<file path="src/pkg/ue0_pkg.sv">
// Constants, register map and enumerations for the endpoint zero control block.
// Assumes a classic Wishbone slave with 32-bit data and one 100 MHz clock.
package ue0_pkg;
   // Register indices (byte address is four times the index)
   localparam logic [7:0] UE0_IDX_INDEX  = 8'h0e;
   localparam logic [7:0] UE0_IDX_IN_IRQ = 8'h02;
   localparam logic [7:0] UE0_IDX_CSR    = 8'h11;
   localparam logic [7:0] UE0_IDX_COUNT  = 8'h16;
   localparam logic [7:0] UE0_CSR_RESET  = 8'h00;
   localparam logic [3:0] UE0_INDEX_EP0  = 4'h0;
   // Control/status bit positions
   localparam int UE0_B_OUT_RDY  = 0;
   localparam int UE0_B_IN_RDY   = 1;
   localparam int UE0_B_STALLED  = 2;
   localparam int UE0_B_LAST     = 3;
   localparam int UE0_B_SU_END   = 4;
   localparam int UE0_B_FSTALL   = 5;
   localparam int UE0_B_SVC_OUT  = 6;
   localparam int UE0_B_SVC_SUE  = 7;
   localparam int UE0_B_IRQ_EP0  = 0;
   localparam logic [6:0] UE0_SETUP_LEN = 7'h08;
   localparam logic [6:0] UE0_MAX_PKT   = 7'h40;
   // Token kinds from the protocol engine
   typedef enum logic [1:0] {
      UE0_TOK_NONE  = 2'b00,
      UE0_TOK_SETUP = 2'b01,
      UE0_TOK_IN    = 2'b10,
      UE0_TOK_OUT   = 2'b11
   } ue0_tok_t;
   // Data stage direction
   typedef enum logic [1:0] {
      UE0_ST_IDLE = 2'b00,
      UE0_ST_TX   = 2'b01,
      UE0_ST_RX   = 2'b10
   } ue0_state_t;
   // Reply chosen for the protocol engine
   typedef enum logic [1:0] {
      UE0_HS_ACK   = 2'b00,
      UE0_HS_NAK   = 2'b01,
      UE0_HS_STALL = 2'b10,
      UE0_HS_DROP  = 2'b11
   } ue0_hs_t;
endpackage : ue0_pkg

</file>
<file path="src/design/ue0_ctrl.sv">
// Endpoint zero control-transfer logic: mode tracking, handshake choice, CSR.
// Assumes a protocol engine on the same clock giving one-cycle token and
// packet-end pulses, and a classic Wishbone master with 32-bit data.
`default_nettype none
module ue0_ctrl
   import ue0_pkg::*;
#(
   parameter logic [6:0] MAX_PKT = UE0_MAX_PKT
) (
   input  wire logic        i_clk,
   input  wire logic        i_nrst,
   // Wishbone slave
   input  wire logic        i_wb_cyc,
   input  wire logic        i_wb_stb,
   input  wire logic        i_wb_we,
   input  wire logic [9:0]  i_wb_adr,
   input  wire logic [3:0]  i_wb_sel,
   input  wire logic [31:0] i_wb_dat,
   output logic      [31:0] o_wb_dat,
   output logic             o_wb_ack,
   // Protocol engine side
   input  wire logic        i_tok_stb,
   input  wire logic [1:0]  i_tok_kind,
   input  wire logic        i_rx_done,
   input  wire logic [6:0]  i_rx_len,
   input  wire logic        i_rx_ovf,
   input  wire logic        i_tx_done,
   input  wire logic [6:0]  i_tx_len,
   input  wire logic        i_stall_sent,
   output logic      [1:0]  o_hs,
   output logic             o_tx_mode,
   output logic             o_rx_mode,
   output logic             o_ep0_irq
);
   logic              ack_ff;
   logic       [31:0] rdat_ff;
   logic       [3:0]  index_ff;
   logic              out_rdy_ff;
   logic              in_rdy_ff;
   logic              stalled_ff;
   logic              last_ff;
   logic              su_end_ff;
   logic              fstall_ff;
   logic              irq_ff;
   logic       [6:0]  count_ff;
   ue0_state_t        state_ff;
   ue0_tok_t          tok_ff;
   logic              last_seen_ff;
   logic              rd_csr_ok;
   logic              wr_stb;
   logic              rd_stb;
   logic       [7:0]  wbyte;
   logic              csr_sel;
   logic              w_svc_out;
   logic              w_svc_sue;
   logic              w_in_rdy;
   logic              w_last;
   logic              w_fstall;
   logic              w_stall_clr;
   logic              setup_ok;
   logic              out_ok;
   logic              rx_oversize;
   logic              out_stall;
   logic              tx_ok;
   logic              tok_setup;
   logic              tok_in;
   logic              tok_out;
   logic              end_early;
   logic              rx_short;

   // Index match decode shared by read and write
   function automatic logic hit(input logic [9:0] adr, input logic [7:0] idx);
      hit = (adr[9:2] == idx);
   endfunction

   // Bus strobes, one access per request
   assign wr_stb    = i_wb_cyc & i_wb_stb & i_wb_we & ~ack_ff;
   assign rd_stb    = i_wb_cyc & i_wb_stb & ~i_wb_we & ~ack_ff;
   assign wbyte     = i_wb_sel[0] ? i_wb_dat[7:0] : 8'h00;
   assign csr_sel   = hit(i_wb_adr, UE0_IDX_CSR) & (index_ff == UE0_INDEX_EP0);
   assign w_svc_out = wr_stb & csr_sel & wbyte[UE0_B_SVC_OUT];
   assign w_svc_sue = wr_stb & csr_sel & wbyte[UE0_B_SVC_SUE];
   assign w_in_rdy  = wr_stb & csr_sel & wbyte[UE0_B_IN_RDY];
   assign w_last    = wr_stb & csr_sel & wbyte[UE0_B_LAST];
   assign w_fstall  = wr_stb & csr_sel & wbyte[UE0_B_FSTALL];
   assign w_stall_clr = wr_stb & csr_sel & ~wbyte[UE0_B_STALLED] & i_wb_sel[0];
   assign rd_csr_ok = rd_stb;

   // Token decode
   assign tok_setup = i_tok_stb & (ue0_tok_t'(i_tok_kind) == UE0_TOK_SETUP);
   assign tok_in    = i_tok_stb & (ue0_tok_t'(i_tok_kind) == UE0_TOK_IN);
   assign tok_out   = i_tok_stb & (ue0_tok_t'(i_tok_kind) == UE0_TOK_OUT);

   // Packet outcome classification
   assign rx_oversize = i_rx_ovf | (i_rx_len > MAX_PKT);
   assign out_stall   = (tok_ff == UE0_TOK_OUT) & (last_seen_ff | fstall_ff);
   assign setup_ok    = i_rx_done & (tok_ff == UE0_TOK_SETUP) & ~rx_oversize
                        & (i_rx_len == UE0_SETUP_LEN);
   assign out_ok      = i_rx_done & (tok_ff == UE0_TOK_OUT) & ~rx_oversize & ~out_stall;
   assign tx_ok       = i_tx_done & in_rdy_ff;
   assign rx_short    = i_rx_len < MAX_PKT;
   assign end_early   = ((state_ff == UE0_ST_TX) & (tok_setup | tok_out))
                        | ((state_ff == UE0_ST_RX) & (tok_setup | tok_in));

   // Handshake the engine uses for the current token
   always_comb begin
      o_hs = UE0_HS_ACK;
      if (fstall_ff) begin
         o_hs = UE0_HS_STALL;
      end else if (tok_ff == UE0_TOK_IN) begin
         if (last_seen_ff & ~in_rdy_ff) o_hs = UE0_HS_STALL;
         else if (~in_rdy_ff) o_hs = UE0_HS_NAK;
      end else if (tok_ff == UE0_TOK_OUT) begin
         if (last_seen_ff | rx_oversize) o_hs = UE0_HS_STALL;
         else if (out_rdy_ff) o_hs = UE0_HS_NAK;
      end else if (tok_ff == UE0_TOK_SETUP) begin
         if (rx_oversize) o_hs = UE0_HS_DROP;
      end
   end

   // Latest token, held for the data and handshake phase
   always_ff @(posedge i_clk) begin
      if (!i_nrst) tok_ff <= UE0_TOK_NONE;
      else if (i_tok_stb) tok_ff <= ue0_tok_t'(i_tok_kind);
   end

   // Data stage mode tracking
   always_ff @(posedge i_clk) begin
      if (!i_nrst) begin
         state_ff <= UE0_ST_IDLE;
      end else if (tok_setup) begin
         state_ff <= UE0_ST_IDLE;
      end else if (tok_in) begin
         state_ff <= UE0_ST_TX;
      end else if (tok_out) begin
         state_ff <= UE0_ST_RX;
      end else if (tx_ok & (i_tx_len < MAX_PKT)) begin
         state_ff <= UE0_ST_IDLE;
      end else if (out_ok & rx_short) begin
         state_ff <= UE0_ST_IDLE;
      end
   end

   // Received packet flag and byte count
   always_ff @(posedge i_clk) begin
      if (!i_nrst) begin
         out_rdy_ff <= 1'b0;
         count_ff   <= 7'h00;
      end else if (setup_ok | out_ok) begin
         out_rdy_ff <= 1'b1;
         count_ff   <= i_rx_len;
      end else if (w_svc_out) begin
         out_rdy_ff <= 1'b0;
      end
   end

   // Transmit packet ready; set from software, cleared by send or overwrite
   always_ff @(posedge i_clk) begin
      if (!i_nrst) in_rdy_ff <= 1'b0;
      else if (tx_ok | setup_ok | out_ok) in_rdy_ff <= 1'b0;
      else if (w_in_rdy) in_rdy_ff <= 1'b1;
   end

   // Last-packet mark: pulses into a transfer-scoped latch, self clearing
   always_ff @(posedge i_clk) begin
      if (!i_nrst) begin
         last_ff      <= 1'b0;
         last_seen_ff <= 1'b0;
      end else begin
         last_ff <= w_last & ~last_ff;
         if (tok_setup) last_seen_ff <= 1'b0;
         else if (w_last) last_seen_ff <= 1'b1;
      end
   end

   // Setup-ended flag, event set beats acknowledge clear
   always_ff @(posedge i_clk) begin
      if (!i_nrst) su_end_ff <= 1'b0;
      else if (end_early & ~last_seen_ff) su_end_ff <= 1'b1;
      else if (w_svc_sue) su_end_ff <= 1'b0;
   end

   // Force stall, cleared once the stall handshake has gone out
   always_ff @(posedge i_clk) begin
      if (!i_nrst) fstall_ff <= 1'b0;
      else if (i_stall_sent) fstall_ff <= 1'b0;
      else if (w_fstall) fstall_ff <= 1'b1;
   end

   // Stall-sent flag, held until software writes 0 to it
   always_ff @(posedge i_clk) begin
      if (!i_nrst) stalled_ff <= 1'b0;
      else if (i_stall_sent) stalled_ff <= 1'b1;
      else if (w_stall_clr) stalled_ff <= 1'b0;
   end

   // Endpoint interrupt pending; read of its register clears unless a new event lands
   always_ff @(posedge i_clk) begin
      if (!i_nrst) begin
         irq_ff <= 1'b0;
      end else if (setup_ok | out_ok | tx_ok | i_stall_sent
                   | (in_rdy_ff & (setup_ok | out_ok))
                   | (end_early & ~last_seen_ff)) begin
         irq_ff <= 1'b1;
      end else if (rd_stb & hit(i_wb_adr, UE0_IDX_IN_IRQ)) begin
         irq_ff <= 1'b0;
      end
   end

   // Index register
   always_ff @(posedge i_clk) begin
      if (!i_nrst) index_ff <= UE0_INDEX_EP0;
      else if (wr_stb & hit(i_wb_adr, UE0_IDX_INDEX) & i_wb_sel[0]) index_ff <= wbyte[3:0];
   end

   // Read data and single-cycle acknowledge
   always_ff @(posedge i_clk) begin
      if (!i_nrst) begin
         ack_ff  <= 1'b0;
         rdat_ff <= 32'h0000_0000;
      end else begin
         ack_ff  <= i_wb_cyc & i_wb_stb & ~ack_ff;
         rdat_ff <= 32'h0000_0000;
         if (rd_csr_ok) begin
            if (csr_sel) begin
               rdat_ff[UE0_B_OUT_RDY] <= out_rdy_ff;
               rdat_ff[UE0_B_IN_RDY]  <= in_rdy_ff;
               rdat_ff[UE0_B_STALLED] <= stalled_ff;
               rdat_ff[UE0_B_LAST]    <= last_ff;
               rdat_ff[UE0_B_SU_END]  <= su_end_ff;
               rdat_ff[UE0_B_FSTALL]  <= fstall_ff;
            end else if (hit(i_wb_adr, UE0_IDX_IN_IRQ)) begin
               rdat_ff[UE0_B_IRQ_EP0] <= irq_ff;
            end else if (hit(i_wb_adr, UE0_IDX_COUNT) & (index_ff == UE0_INDEX_EP0)) begin
               rdat_ff[6:0] <= count_ff;
            end else if (hit(i_wb_adr, UE0_IDX_INDEX)) begin
               rdat_ff[3:0] <= index_ff;
            end
         end
      end
   end

   assign o_wb_ack  = ack_ff;
   assign o_wb_dat  = rdat_ff;
   assign o_tx_mode = (state_ff == UE0_ST_TX);
   assign o_rx_mode = (state_ff == UE0_ST_RX);
   assign o_ep0_irq = irq_ff;
endmodule // ue0_ctrl
`default_nettype wire

</file>
<file path="config.mk">
export PLATFORM = sky130hd
export DESIGN_NAME = ue0_ctrl
export DESIGN_NICKNAME = d
export VERILOG_FILES = /design/src/pkg/ue0_pkg.sv /design/src/design/ue0_ctrl.sv
export SDC_FILE = /design/constraint.sdc
export NUM_CORES = 1
export LEC_CHECK = 0
export ABC_CLOCK_PERIOD_IN_PS = 2200
export BUFFER_PORTS_ARGS = -buffer_cell sky130_fd_sc_hd__buf_2
export CORE_ASPECT_RATIO = 1.5
export CORE_MARGIN = 2
export CORE_UTILIZATION = 42
export CTS_CLUSTER_DIAMETER = 80
export DETAILED_ROUTE_END_ITERATION = 7
export PLACE_DENSITY = 0.87
export SLEW_MARGIN = 20
export SYNTH_ARGS = -nofsm -noshare
export SYNTH_HDL_FRONTEND = slang
export SYNTH_SLANG_ARGS = --single-unit
export TNS_END_PERCENT = 20
</file>
<file path="constraint.sdc">
create_clock -name i_clk -period 2.2 [get_ports i_clk]
set_input_delay 0.11 -clock i_clk [delete_from_list [all_inputs] [get_ports i_clk]]
set_output_delay 0.11 -clock i_clk [all_outputs]
set_load 0.02 [all_outputs]
</file>
======== Word-level counts from Yosys, hierarchy flattened ========
Cells that the tools add are included.
storage, ports and cells
  bits in registers ....................... 56
  word-level logic and storage cells ...... 136
operators by class
  magnitude comparators ................... 3
  equality and inequality tests ........... 13
  mux-type cells .......................... 28
  bitwise operators ....................... 62
  reductions and logical operators ........ 13
operator list
  cell                                                  count
  bitwise AND 1 bit                                     38
  2-to-1 mux 2 bit                                      10
  equality test 8 x 5 -> 1 bit (second input constant)  2
  less-than comparator 7 bit (second input constant)    2
  OR 1 bit                                              13
  2-to-1 mux 1 bit                                      12
  2-to-1 mux 6 bit                                      2
  inverter 1 bit                                        11
  equality test 2 bit (second input constant)           5
  equality test 8 x 2 -> 1 bit (second input constant)  1
  equality test 8 x 4 -> 1 bit (second input constant)  1
  2-to-1 mux 4 bit                                      2
  2-to-1 mux 8 bit                                      1
  nonzero test 2 bit                                    4
  equality test 7 x 4 -> 1 bit (second input constant)  1
  > comparator 7 bit (second input constant)            1
  equality test 2 x 1 -> 1 bit (second input constant)  3
  OR reduction 2 bit                                    3
  OR reduction 5 bit                                    1
  logical NOT 4 bit                                     1
  nonzero test 4 bit                                    1
  2-to-1 mux 3 bit                                      1
  nonzero test 3 bit                                    1
  OR reduction 3 bit                                    1
  AND reduction 2 bit                                   1

======== Longest topological paths before layout ========
  depth after elaboration ................. 11
  mapped depth ............................ 5
  depth with buffers taken out ............ 4

======== Least setup slack after synthesis ========
No wires, ideal clock.
  path type ............................... input to output
  start ................................... in i_rx_len[1]
  end ..................................... out o_hs[0]
  arrival ................................. 1.740 ns
  data required time ...................... 2.090 ns
  path slack .............................. 0.350 ns
  cell stages on the path ................. 4
  path buffers ............................ 0
  cells stage by stage .................... or4_1 > o31ai_1 > a21oi_1 > a311oi_1
between the ends
  cells in the longest elaborated chain, start to end .. 7
  elaborated cells between the ends (all ways) .. 9
  classes of those cells .................. 1 x order compare; 6 x mux; 2 x bitwise
ends and longest elaborated chain
  what                                                 line                              RTL
  start: declaration                                   ue0_ctrl.sv:25                    input wire logic [6:0] i_rx_len,
  > comparator 7 bit (*)                               ue0_ctrl.sv:95                    assign rx_oversize = i_rx_ovf | (i_rx_len > MAX_PKT);
  OR 1 bit (*)                                         ue0_ctrl.sv:95
  2-to-1 mux 2 bit / OR 1 bit (equally long branches)  ue0_ctrl.sv:117, ue0_ctrl.sv:114
  2-to-1 mux 2 bit (on tied branches)                  ue0_ctrl.sv:116, ue0_ctrl.sv:114
  2-to-1 mux 2 bit (*)                                 ue0_ctrl.sv:113                   end else if (tok_ff == UE0_TOK_OUT) begin
  2-to-1 mux 2 bit (*)                                 ue0_ctrl.sv:110                   end else if (tok_ff == UE0_TOK_IN) begin
  2-to-1 mux 2 bit (*)                                 ue0_ctrl.sv:108                   if (fstall_ff) begin
  end: declaration                                     ue0_ctrl.sv:30                    output logic [1:0] o_hs,
Mark *: on every way between the ends. The rest lies on a longest branch, timed or not.

======== Final worst setup path ========
Same ends and word-level chain as after synthesis.

==> flow_metrics.tcl <==
set metrics [dict create \
    worst_pin_slew_ns 0.5606 \
    leakage_nw 0.8186 \
    ff2ff_setup_slack_ns 0.37 \
    power-per-cell-area_mw_per_mm2 638.2 \
    drt_wirelength_um 3887 \
    floorplan.die.height_um 81.12 \
    drt_pre_antenna_iters 5 \
    synth_top_area_share 0.3727 \
    sequential_cell_area_fraction_in_the_yosys_report 0.3727 \
    setup_viol_count_final 0 \
    ant_nets 0 \
    synth-edff-count 0 \
    post-route-period-util 0.8932 \
    layout.core_utilization 0.5106 \
    antenna-diode-count 0 \
    clkSlewWorstSetupHoldPaths_ns 0.06 \
    place_worst_setup_slack_ns 0.2746 \
    cts_tree "built" \
    netSwitchingFraction 0.2454 \
    cp_max_fo 3 \
    routed-via-count 1567 \
    track_usage 0.1697 \
    hold_violations 0 \
    hpwl_um 3098 \
    run_status "complete, no violations" \
    yosys-top-cells-area "sky130_fd_sc_hd__dfxtp_1 37%, sky130_fd_sc_hd__buf_4 12%, sky130_fd_sc_hd__a21oi_1 3.9%, sky130_fd_sc_hd__nand2_1 2.9%, sky130_fd_sc_hd__o21ai_0 2.7%" \
    finish.cell_count_without_fillers 287 \
    p_sw_mw 0.3110 \
    final_common_cell "sky130_fd_sc_hd__buf_2" \
    crit_path_cell_trace "buf_2, or4_1, o31ai_1, a21oi_1, a311oi_1, buf_2" \
    initialDrtViolationCount 46 \
    viasPerCell 5.460 \
    ys_seq_elements 31 \
    relSlewSlack 0.6228 \
    worst-setup-path-type "input port to output pin" \
    placementRows 28 \
    p_seq_frac 0.455 \
    clock_tree_buffer_depth 2 \
    p_comb_frac 0.130 \
    largest_area_contributor_in_the_netlist "sky130_fd_sc_hd__dfxtp_1" \
    grt_antenna_before_repair 0 \
    avgSynthCellArea_sq_um 8.906 \
    numClockSinks 31 \
    fmax_mhz 508.9 \
    drc 0 \
    period_minus_slack_ns 1.965 \
    cts_hold_buffers 0 \
    multi_input_comb_area_sq_um 913.4 \
    cts_made_buffers 5 \
    htree_num_levels 2 \
    dpl_cell_area_sq_mm 0.001883 \
    grt.overflow.total 0 \
    design_power_total_mw 1.267 \
    top_library_cells_by_usage_in_the_layout_fill_and_taps_aside "48 x sky130_fd_sc_hd__buf_2, 31 x sky130_fd_sc_hd__dfxtp_1, 25 x sky130_fd_sc_hd__conb_1" \
    share_of_final_layout_standard_cells_stronger_than_drive_strength_1 0.3058 \
    post_synth_instance_area_sq_mm 0.001665 \
    port-buffer-count 48 \
    final.fill_count 387 \
    layout_setup_ws_ns 0.2350 \
    area_of_the_placeable_core_sq_mm 0.003889 \
    grt_first_pass_wirelength_um 5934 \
    fin_tns_setup_ns 0 \
    holdCritPathClass "input port to flip-flop" \
    grt_setup_unrepaired "no" \
    cts_resized 0 \
    pin_count 110 \
    fin_area_sq_mm 0.001986 \
    critical-path-max-stage-delay_ns 0.61 \
    timing.critical_path.from_type "input port" \
    routed_wire_length_per_instance_um 13.54 \
    power.ir.vdd_worst_mv 0.5998 \
    design.final.nets 314 \
    pin_count_of_the_biggest_net_entering_global_routing 13 \
    slowest_stage "sky130_fd_sc_hd__or4_1" \
    root_buffer "sky130_fd_sc_hd__clkbuf_8" \
    clk-insertion-delay-late_ns 0.28 \
    yosysWarnings 0 \
    critPathBufInv 2 \
    gp_congestion 0.8375 \
    timing.critical_path.mode_cell "sky130_fd_sc_hd__buf_2" \
    worst_ep_arrival_time_ns 1.85 \
    chipWidth_um 55.42 \
    whs_ns 0.05505 \
    syn-instance-count 187 \
    synthFlopType "sky130_fd_sc_hd__dfxtp_1" \
    floorplan.initialDensity 0.4282 \
    die-area_sq_mm 0.004495 \
    register_area_sq_um 620.6 \
    synth.lib_cells_used.distinct 45 \
    maxSlewViolCount 0 \
    kind_of_end_point_of_the_critical_path "output pin" \
    critPathTopFamily "compound AO/OA/AOI/OAI gates" \
    power.internal_mw 0.9562 \
    cts.repair_timing.setup_buffer_count 0 \
    dp.cells 280 \
    synth_async_sr_flop_share 0 \
    timing.clock.skew_ns 0.006491 \
    power.clock.fraction 0.415 \
    grt_pass1_vias 1401 \
    cp.required_ns 2.09 \
    synthToLayoutAreaGrowth_pct 19.23 \
    cap_violations 0 \
]
-- path summary, 6_finish.rpt --
kind                            startpoint  cells past startpoint                       end
setup / recovery               i_rx_len[1]                      6                   o_hs[0]
hold / removal                i_stall_sent                      2    fstall_ff$_SDFFE_PP0P_
setup reg to reg    tok_ff[1]$_SDFFE_PN0P_                      4  count_ff[1]$_SDFFE_PN0P_
hold reg to reg   count_ff[6]$_SDFFE_PN0P_                      2    o_wb_dat[6]$_SDFF_PP0_
-- flip-flops by register name (all words and copies together), names as in the netlist --
register,cells
out_rdy_ff,1
in_rdy_ff,1
tok_ff,2
fstall_ff,1
last_ff,1
o_wb_dat,7
o_ep0_irq,1
su_end_ff,1
stalled_ff,1
count_ff,7
state_ff,2
last_seen_ff,1
index_ff,4
o_wb_ack,1
-- final cells by class --
type / instances / area share
clock buffers: 6 / 0.03655
clock inverters: 1 / 0.01512
inverters: 4 / 0.007561
multi-input cells: 147 / 0.4600
flip-flops and latches: 31 / 0.3125
well taps: 45 / 0.02836
repair buffers: 53 / 0.1399
-- per-layer routing --
metal,part of all wire,routed length [um],GRT usage
met1,0.37,1452,0.1657
met4,0.029,111,0.09512
met2,0.54,2111,0.3286
met5,0,0,0
met3,0.055,212,0.03503
-- cell usage after synthesis (2+ instances only) --
library cell                 n
sky130_fd_sc_hd__o22ai_1     2
sky130_fd_sc_hd__a32o_1      3
sky130_fd_sc_hd__nor4_1      2
sky130_fd_sc_hd__a211oi_1    2
sky130_fd_sc_hd__a31oi_1     4
sky130_fd_sc_hd__nor3_1      5
sky130_fd_sc_hd__nor2b_1     3
sky130_fd_sc_hd__or3b_2      3
sky130_fd_sc_hd__nand2_1    13
sky130_fd_sc_hd__dfxtp_1    31
sky130_fd_sc_hd__nor2_1      8
sky130_fd_sc_hd__a22o_1      4
sky130_fd_sc_hd__inv_1       4
sky130_fd_sc_hd__or2_2       2
sky130_fd_sc_hd__a221oi_1    2
sky130_fd_sc_hd__nand2b_1    6
sky130_fd_sc_hd__o21ai_0     9
sky130_fd_sc_hd__or4_2       2
sky130_fd_sc_hd__clkbuf_1    3
sky130_fd_sc_hd__buf_4      26
sky130_fd_sc_hd__a22oi_1     4
sky130_fd_sc_hd__nor4_4      2
sky130_fd_sc_hd__nand4b_1    2
sky130_fd_sc_hd__nand3b_1    2
sky130_fd_sc_hd__or4_1       3
sky130_fd_sc_hd__o2111ai_1   2
sky130_fd_sc_hd__a21oi_1    13
sky130_fd_sc_hd__or3_1       2
sky130_fd_sc_hd__nand3_1     7
-- cells by family after synthesis --
group | count (synthesis) | share of synthesized area
AOI/OAI and AO/OA | 54 | 0.2337
xor gates and xnor gates | 1 | 0.005260
muxes | 1 | 0.006011
buffers and inverters | 33 | 0.1330
other | 1 | 0.002252
DFF | 31 | 0.3727
and+or+nand+nor | 66 | 0.2472
-- power groups by stage --
| stage | Sequential, mW | Clock, mW | Combinational (mW) |
|---|---|---|---|
| 2_1_floorplan | 0.590 | 0 | 0.132 |
| 3_3_place_gp | 0.589 | 0 | 0.160 |
| 3_5_place_dp | 0.589 | 0 | 0.163 |
| 4_1_cts | 0.577 | 0.533 | 0.163 |
| 5_1_grt | 0.577 | 0.566 | 0.176 |
| 6_report | 0.577 | 0.526 | 0.165 |
No activity file was read; power rests on OpenSTA's default activity.
